`src/common/eil_pkg.sv`:
```
// Package for the external interrupt latch: register map, field layout, reset values.
// Assumes a 32-bit Avalon-MM slave with word-aligned byte addresses.
package eil_pkg;
    localparam int ADDR_W = 4;
    // Register byte offsets
    localparam logic [3:0] OFF_STATUS_CTRL = 4'h0;
    localparam logic [3:0] OFF_EVT_STATUS = 4'h4;
    localparam logic [3:0] OFF_EVT_MASK = 4'h8;
    // ext_int_status_ctrl field positions
    localparam int BIT_MODE = 0;
    localparam int BIT_BLOCK = 1;
    localparam int BIT_ACK = 2;
    localparam int BIT_PEND = 3;
    localparam int BIT_PIN = 4;
    // Event status fields
    localparam int EVT_LATCH = 0;
    localparam int EVT_ACK = 1;
    localparam int EVT_W = 2;
    // Reset values
    localparam logic RST_MODE = 1'b0;
    localparam logic RST_BLOCK = 1'b0;
    localparam logic [1:0] RST_EVT = 2'h0;
    localparam logic [31:0] RD_UNMAPPED = 32'h0000_0000;
    // Synchroniser depth
    localparam int SYNC_STAGES = 2;
endpackage

```
`src/rtl/eil_pin_sync.sv`:
```
// Two-stage synchroniser and falling edge detector for the interrupt pin.
// Assumes pin is asynchronous to clk; idles high.
`timescale 1ns/1ps
`default_nettype none
module eil_pin_sync (
    input wire logic clk,
    input wire logic rstn,
    input wire logic pin_n,
    output logic pin_s,
    output logic fall
);
    logic meta_r;
    logic sync_r;
    logic prev_r;
    logic [2:0] fill_r;

    // Reset to the idle level; fill_r holds off edges until prev_r holds a real sample
    always_ff @(posedge clk or negedge rstn) begin
        if (!rstn) begin
            meta_r <= 1'b1;
            sync_r <= 1'b1;
            prev_r <= 1'b1;
            fill_r <= 3'h0;
        end else begin
            meta_r <= pin_n;
            sync_r <= meta_r;
            prev_r <= sync_r;
            fill_r <= {fill_r[1:0], 1'b1};
        end
    end

    assign pin_s = sync_r;
    // A pin held low through reset is not a falling edge
    assign fall = fill_r[2] & prev_r & ~sync_r;

    a_fall_shape: assert property (@(posedge clk) disable iff (!rstn)
        fall |-> ($past(sync_r) && !sync_r))
        else $error("fall without high then low sample");
endmodule // eil_pin_sync
`default_nettype wire

```
`src/rtl/eil_avmm_slave.sv`:
```
// Avalon-MM slave front end: one wait state, then a one-cycle access strobe.
// Assumes master holds the request until waitrequest is low.
`timescale 1ns/1ps
`default_nettype none
module eil_avmm_slave (
    input wire logic clk,
    input wire logic rstn,
    input wire logic read,
    input wire logic write,
    output logic waitrequest,
    output logic rd_go,
    output logic wr_go
);
    logic done_r;

    // Access completes on the second cycle of each request
    always_ff @(posedge clk or negedge rstn) begin
        if (!rstn) begin
            done_r <= 1'b0;
        end else begin
            done_r <= (read | write) & ~done_r;
        end
    end

    assign waitrequest = (read | write) & ~done_r;
    assign rd_go = read & done_r;
    assign wr_go = write & done_r;
endmodule // eil_avmm_slave
`default_nettype wire

```
`src/rtl/eil_top.sv`:
```
// External interrupt latch with Avalon-MM registers and event interrupt.
// Assumes one clock; pin asynchronous; vector fetch strobe from the CPU on clk.
`timescale 1ns/1ps
`default_nettype none
module eil_top (
    input wire logic clk,
    input wire logic rstn,
    input wire logic [3:0] avs_address,
    input wire logic avs_read,
    input wire logic avs_write,
    input wire logic [31:0] avs_writedata,
    output logic [31:0] avs_readdata,
    output logic avs_waitrequest,
    input wire logic ext_int_n,
    input wire logic vector_fetch,
    output logic cpu_irq,
    output logic evt_irq
);
    ////////////////////////////////////////////////////////////////////////////
    logic pin_s;
    logic fall;
    logic rd_go;
    logic wr_go;
    logic mode_r;
    logic block_r;
    logic latch_r;
    logic ack_seen_r;
    logic [1:0] evt_r;
    logic [1:0] evt_mask_r;
    logic [31:0] rdata_r;
    logic cpu_irq_r;
    logic evt_irq_r;
    logic sw_ack;
    logic any_ack;
    logic set_req;
    logic wr_ctrl;

    eil_pin_sync u_sync (
        .clk(clk),
        .rstn(rstn),
        .pin_n(ext_int_n),
        .pin_s(pin_s),
        .fall(fall)
    );

    eil_avmm_slave u_bus (
        .clk(clk),
        .rstn(rstn),
        .read(avs_read),
        .write(avs_write),
        .waitrequest(avs_waitrequest),
        .rd_go(rd_go),
        .wr_go(wr_go)
    );

    function automatic logic hit(input logic [3:0] a, input logic [3:0] off);
        return a == off;
    endfunction

    ////////////////////////////////////////////////////////////////////////////
    assign wr_ctrl = wr_go & hit(avs_address, eil_pkg::OFF_STATUS_CTRL);
    assign sw_ack = wr_ctrl & avs_writedata[eil_pkg::BIT_ACK];
    assign any_ack = sw_ack | vector_fetch;
    // Level mode keeps asserting while the pin stays low
    assign set_req = fall | (mode_r & ~pin_s);

    // Control bits; reset values give edge-only, unblocked
    always_ff @(posedge clk or negedge rstn) begin
        if (!rstn) begin
            mode_r <= eil_pkg::RST_MODE;
            block_r <= eil_pkg::RST_BLOCK;
        end else if (wr_ctrl) begin
            mode_r <= avs_writedata[eil_pkg::BIT_MODE];
            block_r <= avs_writedata[eil_pkg::BIT_BLOCK];
        end
    end

    // Request latch; a new edge wins over a simultaneous acknowledge
    always_ff @(posedge clk or negedge rstn) begin
        if (!rstn) begin
            latch_r <= 1'b0;
            ack_seen_r <= 1'b0;
        end else if (set_req & ~(any_ack & ~fall)) begin
            latch_r <= 1'b1;
            // Low level keeps the latch set but must not forget an earlier acknowledge
            ack_seen_r <= mode_r & ack_seen_r & ~fall;
        end else if (!mode_r) begin
            ack_seen_r <= 1'b0;
            if (any_ack) begin
                latch_r <= 1'b0;
            end
        end else begin
            // Level mode: acknowledge remembered until pin returns high
            if (latch_r && (any_ack || ack_seen_r) && pin_s) begin
                latch_r <= 1'b0;
                ack_seen_r <= 1'b0;
            end else if (latch_r && any_ack) begin
                ack_seen_r <= 1'b1;
            end
        end
    end

    ////////////////////////////////////////////////////////////////////////////
    // Events: latch set, acknowledge; write one to clear, set wins
    always_ff @(posedge clk or negedge rstn) begin
        if (!rstn) begin
            evt_r <= eil_pkg::RST_EVT;
        end else begin
            for (int i = 0; i < eil_pkg::EVT_W; i++) begin
                if ((i == eil_pkg::EVT_LATCH && set_req && !latch_r) ||
                    (i == eil_pkg::EVT_ACK && any_ack)) begin
                    evt_r[i] <= 1'b1;
                end else if (wr_go && hit(avs_address, eil_pkg::OFF_EVT_STATUS)
                             && avs_writedata[i]) begin
                    evt_r[i] <= 1'b0;
                end
            end
        end
    end

    always_ff @(posedge clk or negedge rstn) begin
        if (!rstn) begin
            evt_mask_r <= eil_pkg::RST_EVT;
        end else if (wr_go && hit(avs_address, eil_pkg::OFF_EVT_MASK)) begin
            evt_mask_r <= avs_writedata[1:0];
        end
    end

    always_ff @(posedge clk or negedge rstn) begin
        if (!rstn) begin
            cpu_irq_r <= 1'b0;
            evt_irq_r <= 1'b0;
        end else begin
            cpu_irq_r <= latch_r & ~block_r;
            evt_irq_r <= |(evt_r & evt_mask_r);
        end
    end

    ////////////////////////////////////////////////////////////////////////////
    // Read data registered; acknowledge bit always reads zero
    always_ff @(posedge clk or negedge rstn) begin
        if (!rstn) begin
            rdata_r <= 32'h0000_0000;
        end else if (avs_read && avs_waitrequest) begin
            if (hit(avs_address, eil_pkg::OFF_STATUS_CTRL)) begin
                rdata_r <= {27'h0000000, pin_s, latch_r, 1'b0, block_r, mode_r};
            end else if (hit(avs_address, eil_pkg::OFF_EVT_STATUS)) begin
                rdata_r <= {30'h00000000, evt_r};
            end else if (hit(avs_address, eil_pkg::OFF_EVT_MASK)) begin
                rdata_r <= {30'h00000000, evt_mask_r};
            end else begin
                rdata_r <= eil_pkg::RD_UNMAPPED;
            end
        end
    end

    assign avs_readdata = rdata_r;
    assign cpu_irq = cpu_irq_r;
    assign evt_irq = evt_irq_r;

    ////////////////////////////////////////////////////////////////////////////
    a_reset_clear: assert property (@(posedge clk) $rose(rstn) |-> !latch_r)
        else $error("latch not clear after reset");
    a_edge_sets: assert property (@(posedge clk) disable iff (!rstn)
        (fall && !any_ack) |=> latch_r)
        else $error("edge did not set latch");
    a_vec_clears: assert property (@(posedge clk) disable iff (!rstn)
        (vector_fetch && !mode_r && !set_req) |=> !latch_r)
        else $error("vector fetch did not clear latch");
    a_sw_ack_clears: assert property (@(posedge clk) disable iff (!rstn)
        (sw_ack && !mode_r && !set_req) |=> !latch_r)
        else $error("software acknowledge did not clear latch");
    a_edge_holds: assert property (@(posedge clk) disable iff (!rstn)
        (latch_r && !mode_r && !any_ack) |=> latch_r)
        else $error("edge-mode latch dropped without acknowledge");
    a_level_holds: assert property (@(posedge clk) disable iff (!rstn)
        (mode_r && latch_r && !pin_s) |=> latch_r)
        else $error("level-mode latch cleared while pin low");
    a_block_gates: assert property (@(posedge clk) disable iff (!rstn)
        cpu_irq |-> $past(latch_r && !block_r))
        else $error("request forwarded while blocked");
    a_edge_default: assert property (@(posedge clk) $rose(rstn) |-> !mode_r)
        else $error("mode not edge-only after reset");
    a_pend_read: assert property (@(posedge clk) disable iff (!rstn)
        (avs_read && avs_waitrequest && avs_address == eil_pkg::OFF_STATUS_CTRL)
        |=> (avs_readdata[eil_pkg::BIT_PEND] == $past(latch_r)
             && !avs_readdata[eil_pkg::BIT_ACK]))
        else $error("pending flag or ack readback wrong");
    c_edge_ack: cover property (@(posedge clk) disable iff (!rstn)
        fall ##[1:20] (vector_fetch && latch_r));
    c_level_mode: cover property (@(posedge clk) disable iff (!rstn)
        (mode_r && latch_r && sw_ack && !pin_s) ##[1:50] !latch_r);
    c_blocked: cover property (@(posedge clk) disable iff (!rstn) latch_r && block_r);
endmodule // eil_top
`default_nettype wire

```
`config.mk`:
```
export PLATFORM = sky130hd
export DESIGN_NAME = eil_top
export DESIGN_NICKNAME = d
export VERILOG_FILES = /design/src/common/eil_pkg.sv /design/src/rtl/eil_pin_sync.sv /design/src/rtl/eil_avmm_slave.sv /design/src/rtl/eil_top.sv
export SDC_FILE = /design/constraint.sdc
export NUM_CORES = 1
export LEC_CHECK = 0
export ABC_AREA = 1
export BUFFER_PORTS_ARGS = -buffer_cell sky130_fd_sc_hd__buf_2
export CORE_MARGIN = 3
export CORE_UTILIZATION = 36
export CTS_CLUSTER_DIAMETER = 50
export DETAILED_ROUTE_END_ITERATION = 8
export PLACE_DENSITY_LB_ADDON = 0.12
export SETUP_SLACK_MARGIN = 0.1
export SYNTH_ARGS = -nofsm -noshare
export SYNTH_HDL_FRONTEND = slang
export SYNTH_SLANG_ARGS = --single-unit
```
`constraint.sdc`:
```
create_clock -name clk -period 1.2 [get_ports clk]
set_input_delay 0.12 -clock clk [delete_from_list [all_inputs] [get_ports clk]]
set_output_delay 0.12 -clock clk [all_outputs]
set_load 0.005 [all_outputs]
```
==> metrics.txt, run 1 <==
status complete, but fails checks; failing checks negative setup slack; Layout fillers 282; fraction of layout instances using a drive strength above 1 0.3313; worst setup margin -0.05248 ns; reg2reg end avs_readdata[3]; CTS tree built; Hold Path Class in2reg; most frequent cells in the layout 29 x conb_1, 19 x buf_2, 18 x inv_1, 18 x dfrtp_1, 14 x nand2_1; placed insts roughly 180; R2R Setup Slk -0.05 ns; Antenna Cells 0; family with the most delay on the worst path buffers and inverters; period utilization 1.044; Setup violations, final 3; Synth warnings 0; Reg clk slew, reported paths between 0.1 and 0.15 ns; vias in the first global route 742; Final Hold Viols 0; Unique masters post-synth 21; Rows 19; sequential element share of the synthesized area 0.4785; R2R depth 6; Tot GR Track Use 0.1148; Crit path buffers/inverters 4; pins over their slew limit 0; routed length per instance 10.13 um; H-tree lvl count 1; CP startpoint kind flop; Starting Density 0.3877; Max Fanout on Critical Path 8; Seq cells post-synth 21; first-pass GRT wire length around 3.2 mm; Worst path slowest cell dfrtp_1; DR DRC count 0; Pwr per Cell Area around 1200 mW/mm2; final WL ~1.9 mm; Max Fclk 798.4 MHz; ys async rst share 1.000; Die H roughly 61 um; WP data arrival around 1.5 ns; drt first pass iters 4; min Tclk post-route 1.252 ns; IO buf count 19; CP endpoint kind flop; DR vias/cell 4.157; die width roughly 61 um; Die ar. roughly 0.0038 mm2; RePlAce Congestion about 0.86; Vias 794; Synth Area per Inst ~8.7 um2; MaxCap Viol Count 0; Worst path depth 6; hpwl dp ~1.4 mm; worst vdd ir 0.0007150 V; CTS buffer count 3; Data required, critical path 1.40 ns; multi-input logic area roughly 460 um2; initial antenna violation count 0; # nets final 203; Tot Pwr ~1.6 mW; most common cell after layout, fill and taps aside conb_1; remaining antenna violation count 0; total gr overflow 0; Register Area roughly 530 um2; Post-synth EDFFs 0; clk root buf clkbuf_4; largest stage delay on the critical path 0.43 ns; CP Cell Sequence buf_4, buf_6, nor3b_2, buf_6, buf_4, o21ai_2; clock skew 0.002998 ns; Sink Count 21; DR iter-0 viols 11; pin count of the biggest net entering global routing 22; core area around 0.0029 mm2; Worst Setup Path Type reg2reg; Synth Instances ~130; Clk Latency, worst-skew pair 0.30 ns; Primary FF master, synth dfrtp_1; reg-to-reg startpoint u_bus.done_r; end of the critical path avs_readdata[3]; Layout area overhead 19.00%; Post-Layout Cell Count 191; CTS max path bufs 2; Critical path origin u_bus.done_r; unrepaired setup endpoints after global routing yes; Mapped Area 0.001106 mm2; leakage power between 0.7 and 0.8 nW; final setup TNS -0.05536 ns; number of I/O pins 77
## kinds of logic (layout without fill, tap and decap cells)
logic type / after synthesis / in the layout / synth area share
AOI/OAI and AO/OA: 17 / 17 / 0.08484
buffers and inverters: 47 / 53 / 0.2545
DFF: 21 / 21 / 0.4785
other: 2 / 29 / 0.006790
and+or+nand+nor: 40 / 40 / 0.1753
## flip-flops by register name, indices dropped and copies added (netlist names), 2 cells and up
signal	count
evt_r	2
u_sync.fill_r	3
evt_mask_r	2
avs_readdata	4
## cell usage after synthesis, types with 2 or more instances
cell type  number  area, um2
a21oi_1         2      10.01
o22ai_1         2      12.51
conb_1          2      7.510
inv_1          18      67.56
nand3_1         6      30.03
nor3_1          3      15.01
nor2_1          7      26.28
buf_4          28      210.2
dfstp_2         3      78.83
dfrtp_1        18      450.4
nand2_1        18      67.56
o21ai_0        11      55.05
## area by class of cell
| cell class | count | share of cell area |
|---|---|---|
| Sequential cell | 21 | 0.4021 |
| Clock inverter | 1 | 0.003802 |
| Multi-Input combinational cell | 86 | 0.3489 |
| Clock buffer | 3 | 0.01711 |
| Timing Repair Buffer | 30 | 0.1445 |
| Tap cell | 31 | 0.02947 |
| Inverter | 19 | 0.05418 |
## power breakdown
part / total, mW / internal (mW) / switching (mW)
Clock: 0.341 / 0.124 / 0.217
Sequential: 0.868 / 0.809 / 0.0593
Combinational: 0.367 / 0.160 / 0.207
Total: 1.58 / 1.09 / 0.483
## worst min-delay path: stages
cell     delay, ns
buf_2         0.09
nand2_1       0.05
o21ai_0       0.05
## worst min-delay path by stage
stage	start	to	slack [ns]	cells past startpoint
3_3_place_gp	rstn	u_sync.fill_r[0]	0.1	1
2_1_floorplan	rstn	ack_seen_r	-0.18	0
5_1_grt	avs_writedata[0]	mode_r	0.06	3
4_1_cts	avs_writedata[0]	mode_r	0.04	3
3_5_place_dp	rstn	u_sync.fill_r[0]	0.11	1
6_report	avs_writedata[0]	mode_r	0.04	3
## what timing repair did
action | in CTS | in global routing
pin swaps | 0 | 4
gates resized for setup | 0 | 23
hold buffers | 2 | 0
setup buffers | 1 | 3
endpoints found under the hold margin | 19 | 0
cloned | 0 | 0
endpoints found under the setup margin | 4 | 11
## layer usage
layer	vias to the layer above	track usage	wire, um
met4	0	0.07273	16
met3	2	0.02306	168
met2	38	0.1677	823
li1	406	-	-
met5	-	0	0
met1	348	0.1553	927
## per-stage QoR
stage / setup slack [ns] / utilization / instance area [um2] / hold WS, ns
global route: -0.1032 / 0.4614 / 1316 / 0.06162
floorplan: 0.09052 / - / 1210 / -0.1756
finish: -0.05248 / 0.4614 / 1316 / 0.04171
CTS: 0.005151 / 0.4298 / 1226 / 0.03621
global placement: 0.02325 / 0.4105 / 1171 / 0.09799
detailed placement: 0.01669 / 0.4105 / 1171 / 0.1052
No activity file was read; power rests on OpenSTA's default activity.
==> run 2, diff against run 1 <==
- SETUP_SLACK_MARGIN: 0.1 -> 0.5
==> metrics.txt, run 2 (synthesis results as in run 1) <==
Layout fillers 278 (-1.4%); reg-to-reg startpoint u_bus.done_r; met2 usage 0.1798 (+0.01208); placed insts 181 (unchanged); Tot Pwr 1.643 mW (+4.3%); die width 61.43 um (unchanged); remaining antenna violation count 0 (unchanged); clk root buf clkbuf_4; gr busiest metal met2; Place WS 0.003205 ns (-0.01348 ns); Setup violations, final 3 (unchanged); DR DRC count 0 (unchanged); Max Fanout on Critical Path 8 (unchanged); Sw Pwr 0.4897 mW (+1.4%); Sw Ratio 0.2980 (-0.008680); Worst Setup Path Type reg2reg; first-pass GRT wire length 3.263 mm (+3.0%); Antenna Cells 0 (unchanged); Layout area overhead 25.91%; worst vdd ir 0.0006944 V (-2.9%); worst setup margin -0.01491 ns (+0.03757 ns); Die H 61.43 um (unchanged); critical path's most frequent cell buf_4; Hold Path Class in2reg; CTS tree built; Crit path buffers/inverters 3 (-1); pins over their slew limit 0 (unchanged); min Tclk post-route 1.215 ns (-0.03757 ns); Final Hold Viols 0 (unchanged); clock power share 0.201 (-0.015); fraction of layout instances using a drive strength above 1 0.3795 (+0.04827); Starting Density 0.3877 (unchanged); Global Route met3 Usage 0.02516 (+0.002096); Vias 867 (+9.2%); hold_ws 0.06729 ns (+0.02558 ns); family with the most delay on the worst path buffers and inverters; CP Cell Sequence buf_4, buf_4, nor3b_2, buf_4, nand3_1, o21ai_1; MaxCap Viol Count 0 (unchanged); Flop pwr share 0.528 (-0.023); drt first pass iters 4 (unchanged); Post-Layout Cell Count 197 (+3.1%); CP startpoint kind flop; initial antenna violation count 0 (unchanged); Rows 19 (unchanged); reg2reg end avs_readdata[4]; Sink Count 21 (unchanged); Core Util, Final 0.4882 (+0.02675); max reg flops 4 (unchanged); Worst path slowest cell dfrtp_1; Pwr per Cell Area 1180 mW/mm2 (-1.4%); clock skew 0.007442 ns (+0.004444 ns); CP endpoint kind flop; core area 0.002853 mm2 (unchanged); RePlAce Congestion 0.8484 (-1.2%); # nets final 209 (+3.0%); Reg clk slew, reported paths 0.11 ns (about the same); CTS buffer count 3 (unchanged); routed length per instance 9.832 um (-2.9%); pin count of the biggest net entering global routing 22 (unchanged); Critical path origin u_bus.done_r; failing checks negative setup slack; number of I/O pins 77 (unchanged); end of the critical path avs_readdata[4]; Worst path depth 6 (unchanged); Comb pwr share 0.271 (+0.038); Max Fclk 823.1 MHz (+3.1%); Power Internal 1.154 mW (+5.6%); most common cell after layout, fill and taps aside conb_1; period utilization 1.012 (-0.03131); final setup TNS -0.01965 ns (+0.03571 ns); H-tree lvl count 1 (unchanged); leakage power 0.7305 nW (+3.8%); Die ar. 0.003774 mm2 (unchanged); vias in the first global route 756 (+1.9%); DR vias/cell 4.401 (+5.9%); largest stage delay on the critical path 0.42 ns (about the same); R2R depth 6 (unchanged); Data required, critical path 1.43 ns (+0.03 ns); CTS max path bufs 2 (unchanged); hold wc startpoint avs_writedata[0]; unrepaired setup endpoints after global routing yes; final WL 1.937 mm (+0.10%); Clk Latency, worst-skew pair 0.30 ns (about the same); hpwl dp 1.443 mm (+0.61%); WP data arrival 1.44 ns (about the same); R2R Setup Slk -0.01 ns (+0.04 ns); Area after DPL 0.001179 mm2 (+0.64%); most frequent cells in the layout 29 x conb_1, 18 x buf_2, 17 x inv_1, 17 x dfrtp_1, 12 x nand2_1; M1 GR Usage 0.1649 (+0.009658); status complete, but fails checks; Tot GR Track Use 0.1207 (+0.005880); total gr overflow 0 (unchanged); Post-Layout Inst Area 0.001393 mm2 (+5.8%); IO buf count 19 (unchanged); DR iter-0 viols 11 (unchanged)
==> run 2: layout make-up <==
cell class | instances | area (um2) | share of cell area
sequential | 21 | 530.5 | 0.3810
multi-input combinational | 86 | 478.0 | 0.3432
timing repair buffer | 36 | 245.2 | 0.1761
inverter | 19 | 73.82 | 0.05301
tap | 31 | 38.79 | 0.02785
clock buffer | 4 | 26.28 | 0.01887
==> run 2: worst min path at each step <==
| stage | end | cells past startpoint |
|---|---|---|
| global placement | u_sync.fill_r[0] | 1 |
| detailed placement | avs_readdata[4] | 1 |
| finish | mode_r | 3 |
| CTS | mode_r | 3 |
| global route | mode_r | 3 |
| floorplan | ack_seen_r | 0 |
==> run 2: routing by layer <==
metal / wire length (um) / part of all wire / up-vias
li1: - / - / 420
met1: 897 / 0.46 / 396
met2: 841 / 0.43 / 47
met3: 167 / 0.086 / 4
met4: 31 / 0.016 / 0
met5: 0 / 0 / -
==> run 2: what timing repair did <==
action	4_1_cts	5_1_grt
cloned	0	0
pin swaps	5	7
hold endpoints to repair	19	0
gates resized for setup	15	17
endpoints found under the setup margin	20	21
hold buffers	2	0
buffers inserted	4	6
==> run 2: power by group through the flow <==
stage          combinational, mW  clock, mW  sequential (mW)
2_1_floorplan              0.246          0            0.875
6_report                   0.445      0.330            0.868
5_1_grt                    0.507      0.399            0.879
3_3_place_gp               0.299          0            0.881
3_5_place_dp               0.302          0            0.884
4_1_cts                    0.349      0.354            0.869
==> run 2: tightest hold or removal path: cells and delay by family <==
kind                   cells  cell delay (ns)
buffers and inverters      1             0.09
AO/OA/AOI/OAI              1             0.06
AND/OR/NAND/NOR            1             0.05
==> run 3, diff against run 2 <==
- CTS_BUF_LIST: unset -> sky130_fd_sc_hd__clkbuf_16
==> metrics.txt, run 3 (synthesis results as in run 1) <==
# nets final 206 (-1.4%); CTS tree built; DR iter-0 viols 13 (+2); CP startpoint kind flop; family with the most delay on the worst path flip-flops; Data required, critical path 1.37 ns (-0.06 ns); H-tree lvl count 1 (unchanged); reg-to-reg startpoint u_sync.pin_s; Starting Density 0.3877 (unchanged); die width 61.43 um (unchanged); hold_ws -0.1827 ns (-0.2500 ns); MaxCap Viol Count 0 (unchanged); fraction of layout instances using a drive strength above 1 0.3865 (+0.006985); Crit path buffers/inverters 0 (-3); worst setup margin 0.01753 ns (+0.03244 ns); min Tclk post-route 1.182 ns (-0.03244 ns); Worst Setup Path Type reg2reg; Sink Count 21 (unchanged); remaining antenna violation count 0 (unchanged); number of I/O pins 77 (unchanged); Die H 61.43 um (unchanged); failing checks negative hold slack; Hold Path Class in2async; largest stage delay on the critical path 0.54 ns (+0.12 ns); first-pass GRT wire length 3.463 mm (+6.1%); met1 wire length 907 um (+1.1%); Layout fillers 277 (-0.36%); unrepaired setup endpoints after global routing yes; Place WS 0.003205 ns (unchanged); worst vdd ir 0.0007844 V (+13%); core area 0.002853 mm2 (unchanged); pins over their slew limit 0 (unchanged); WL met2 915 um (+8.8%); met3 wire length 177 um (+6.0%); IO buf count 19 (unchanged); Rows 19 (unchanged); leakage power 0.7473 nW (+2.3%); hpwl dp 1.443 mm (unchanged); most common cell after layout, fill and taps aside conb_1; CTS max path bufs 2 (unchanged); Reg clk slew, reported paths 0.06 ns (-0.05 ns); CTS buffer count 3 (unchanged); CP Cell Sequence nand3b_1, o21ai_2, nand2_2, nand3_2, a21oi_1; Clk Latency, worst-skew pair 0.25 ns (-0.05 ns); Vias 837 (-3.5%); Die ar. 0.003774 mm2 (unchanged); Tot GR Track Use 0.1264 (+0.005645); Antenna Cells 0 (unchanged); Critical path origin u_sync.pin_s; drt first pass iters 4 (unchanged); Pwr per Cell Area 1397 mW/mm2 (+18%); final WL 2.017 mm (+4.1%); Hold Buf Count CTS 1 (-1); period utilization 0.9854 (-0.02703); total gr overflow 0 (unchanged); RePlAce Congestion 0.8484 (unchanged); DR DRC count 0 (unchanged); Final Hold Viols 18 (+18); Max Fclk 845.7 MHz (+2.7%); Layout area overhead 28.28%; Setup violations, final 0 (-3); max reg flops 4 (unchanged); Top Metal Used met4; vias in the first global route 799 (+5.7%); clk root buf clkbuf_16; status complete, but fails checks; CP endpoint kind flop; Worst path slowest cell dfstp_2; initial antenna violation count 0 (unchanged); Tot Pwr 1.982 mW (+21%); Max Fanout on Critical Path 3 (-5); WP data arrival 1.36 ns (-0.08 ns); clock skew 0.002397 ns (-0.005046 ns); most frequent cells in the layout 29 x conb_1, 19 x buf_2, 18 x dfrtp_1, 17 x inv_1; pin count of the biggest net entering global routing 22 (unchanged); DR vias/cell 4.314 (-2.0%); routed length per instance 10.40 um (+5.7%)
-- run 3: final cells by class --
class	count	area (um2)	share of cell area
inverters	19	73.82	0.05203
flip-flops and latches	21	529.3	0.3730
clock buffers	3	75.07	0.05291
well taps	31	38.79	0.02734
repair buffers	33	206.4	0.1455
multi-input cells	86	491.7	0.3466
clock inverters	1	3.754	0.002646
-- run 3: path summary, 6_finish.rpt --
check	end	slack [ns]	cells past startpoint
max	ack_seen_r	0.02	5
min in group clk	mode_r	0.11	3
max in group asynchronous	u_sync.prev_r	1.04	1
min	avs_readdata[0]	-0.18	1
min reg2reg	u_sync.fill_r[1]	0.35	0
max reg2reg	ack_seen_r	0.02	5
-- run 3: worst register-to-register path, stage by stage, from the launching register on --
cell and delay [ns]:
dfstp_2 0.54, nand3b_1 0.18, o21ai_2 0.10, nand2_2 0.08
nand3_2 0.07, a21oi_1 0.14
-- run 3: where the power goes --
part           leakage, nW  switching (mW)  internal (mW)
Clock               0.0423           0.237          0.443
Sequential           0.251          0.0595          0.811
Combinational        0.454           0.233          0.199
-- run 3: stage by stage --
stage	instance area (um2)	utilization	TNS, ns	instances	hold WS (ns)
after floorplan	1217	-	0	154	-0.1756
after global routing	1419	0.4974	-0.1370	194	-0.1490
after global placement	1179	0.4132	0	181	0.09990
after CTS	1333	0.4671	0	191	-0.1664
after detailed placement	1179	0.4132	0	181	0.1007
final	1419	0.4974	0	194	-0.1827
-- run 3: timing repair --
| action | in CTS | in global routing |
|---|---|---|
| endpoints found under the setup margin | 20 | 22 |
| pin swaps | 5 | 2 |
| hold endpoints to repair | 19 | 18 |
| gates resized for setup | 11 | 19 |
| setup buffers | 5 | 3 |
-- run 3: layer usage --
layer / track usage / up-vias
li1: - / 415
met1: 0.1662 / 377
met2: 0.2024 / 43
met3: 0.03145 / 2
met4: 0.04545 / 0
met5: 0 / -
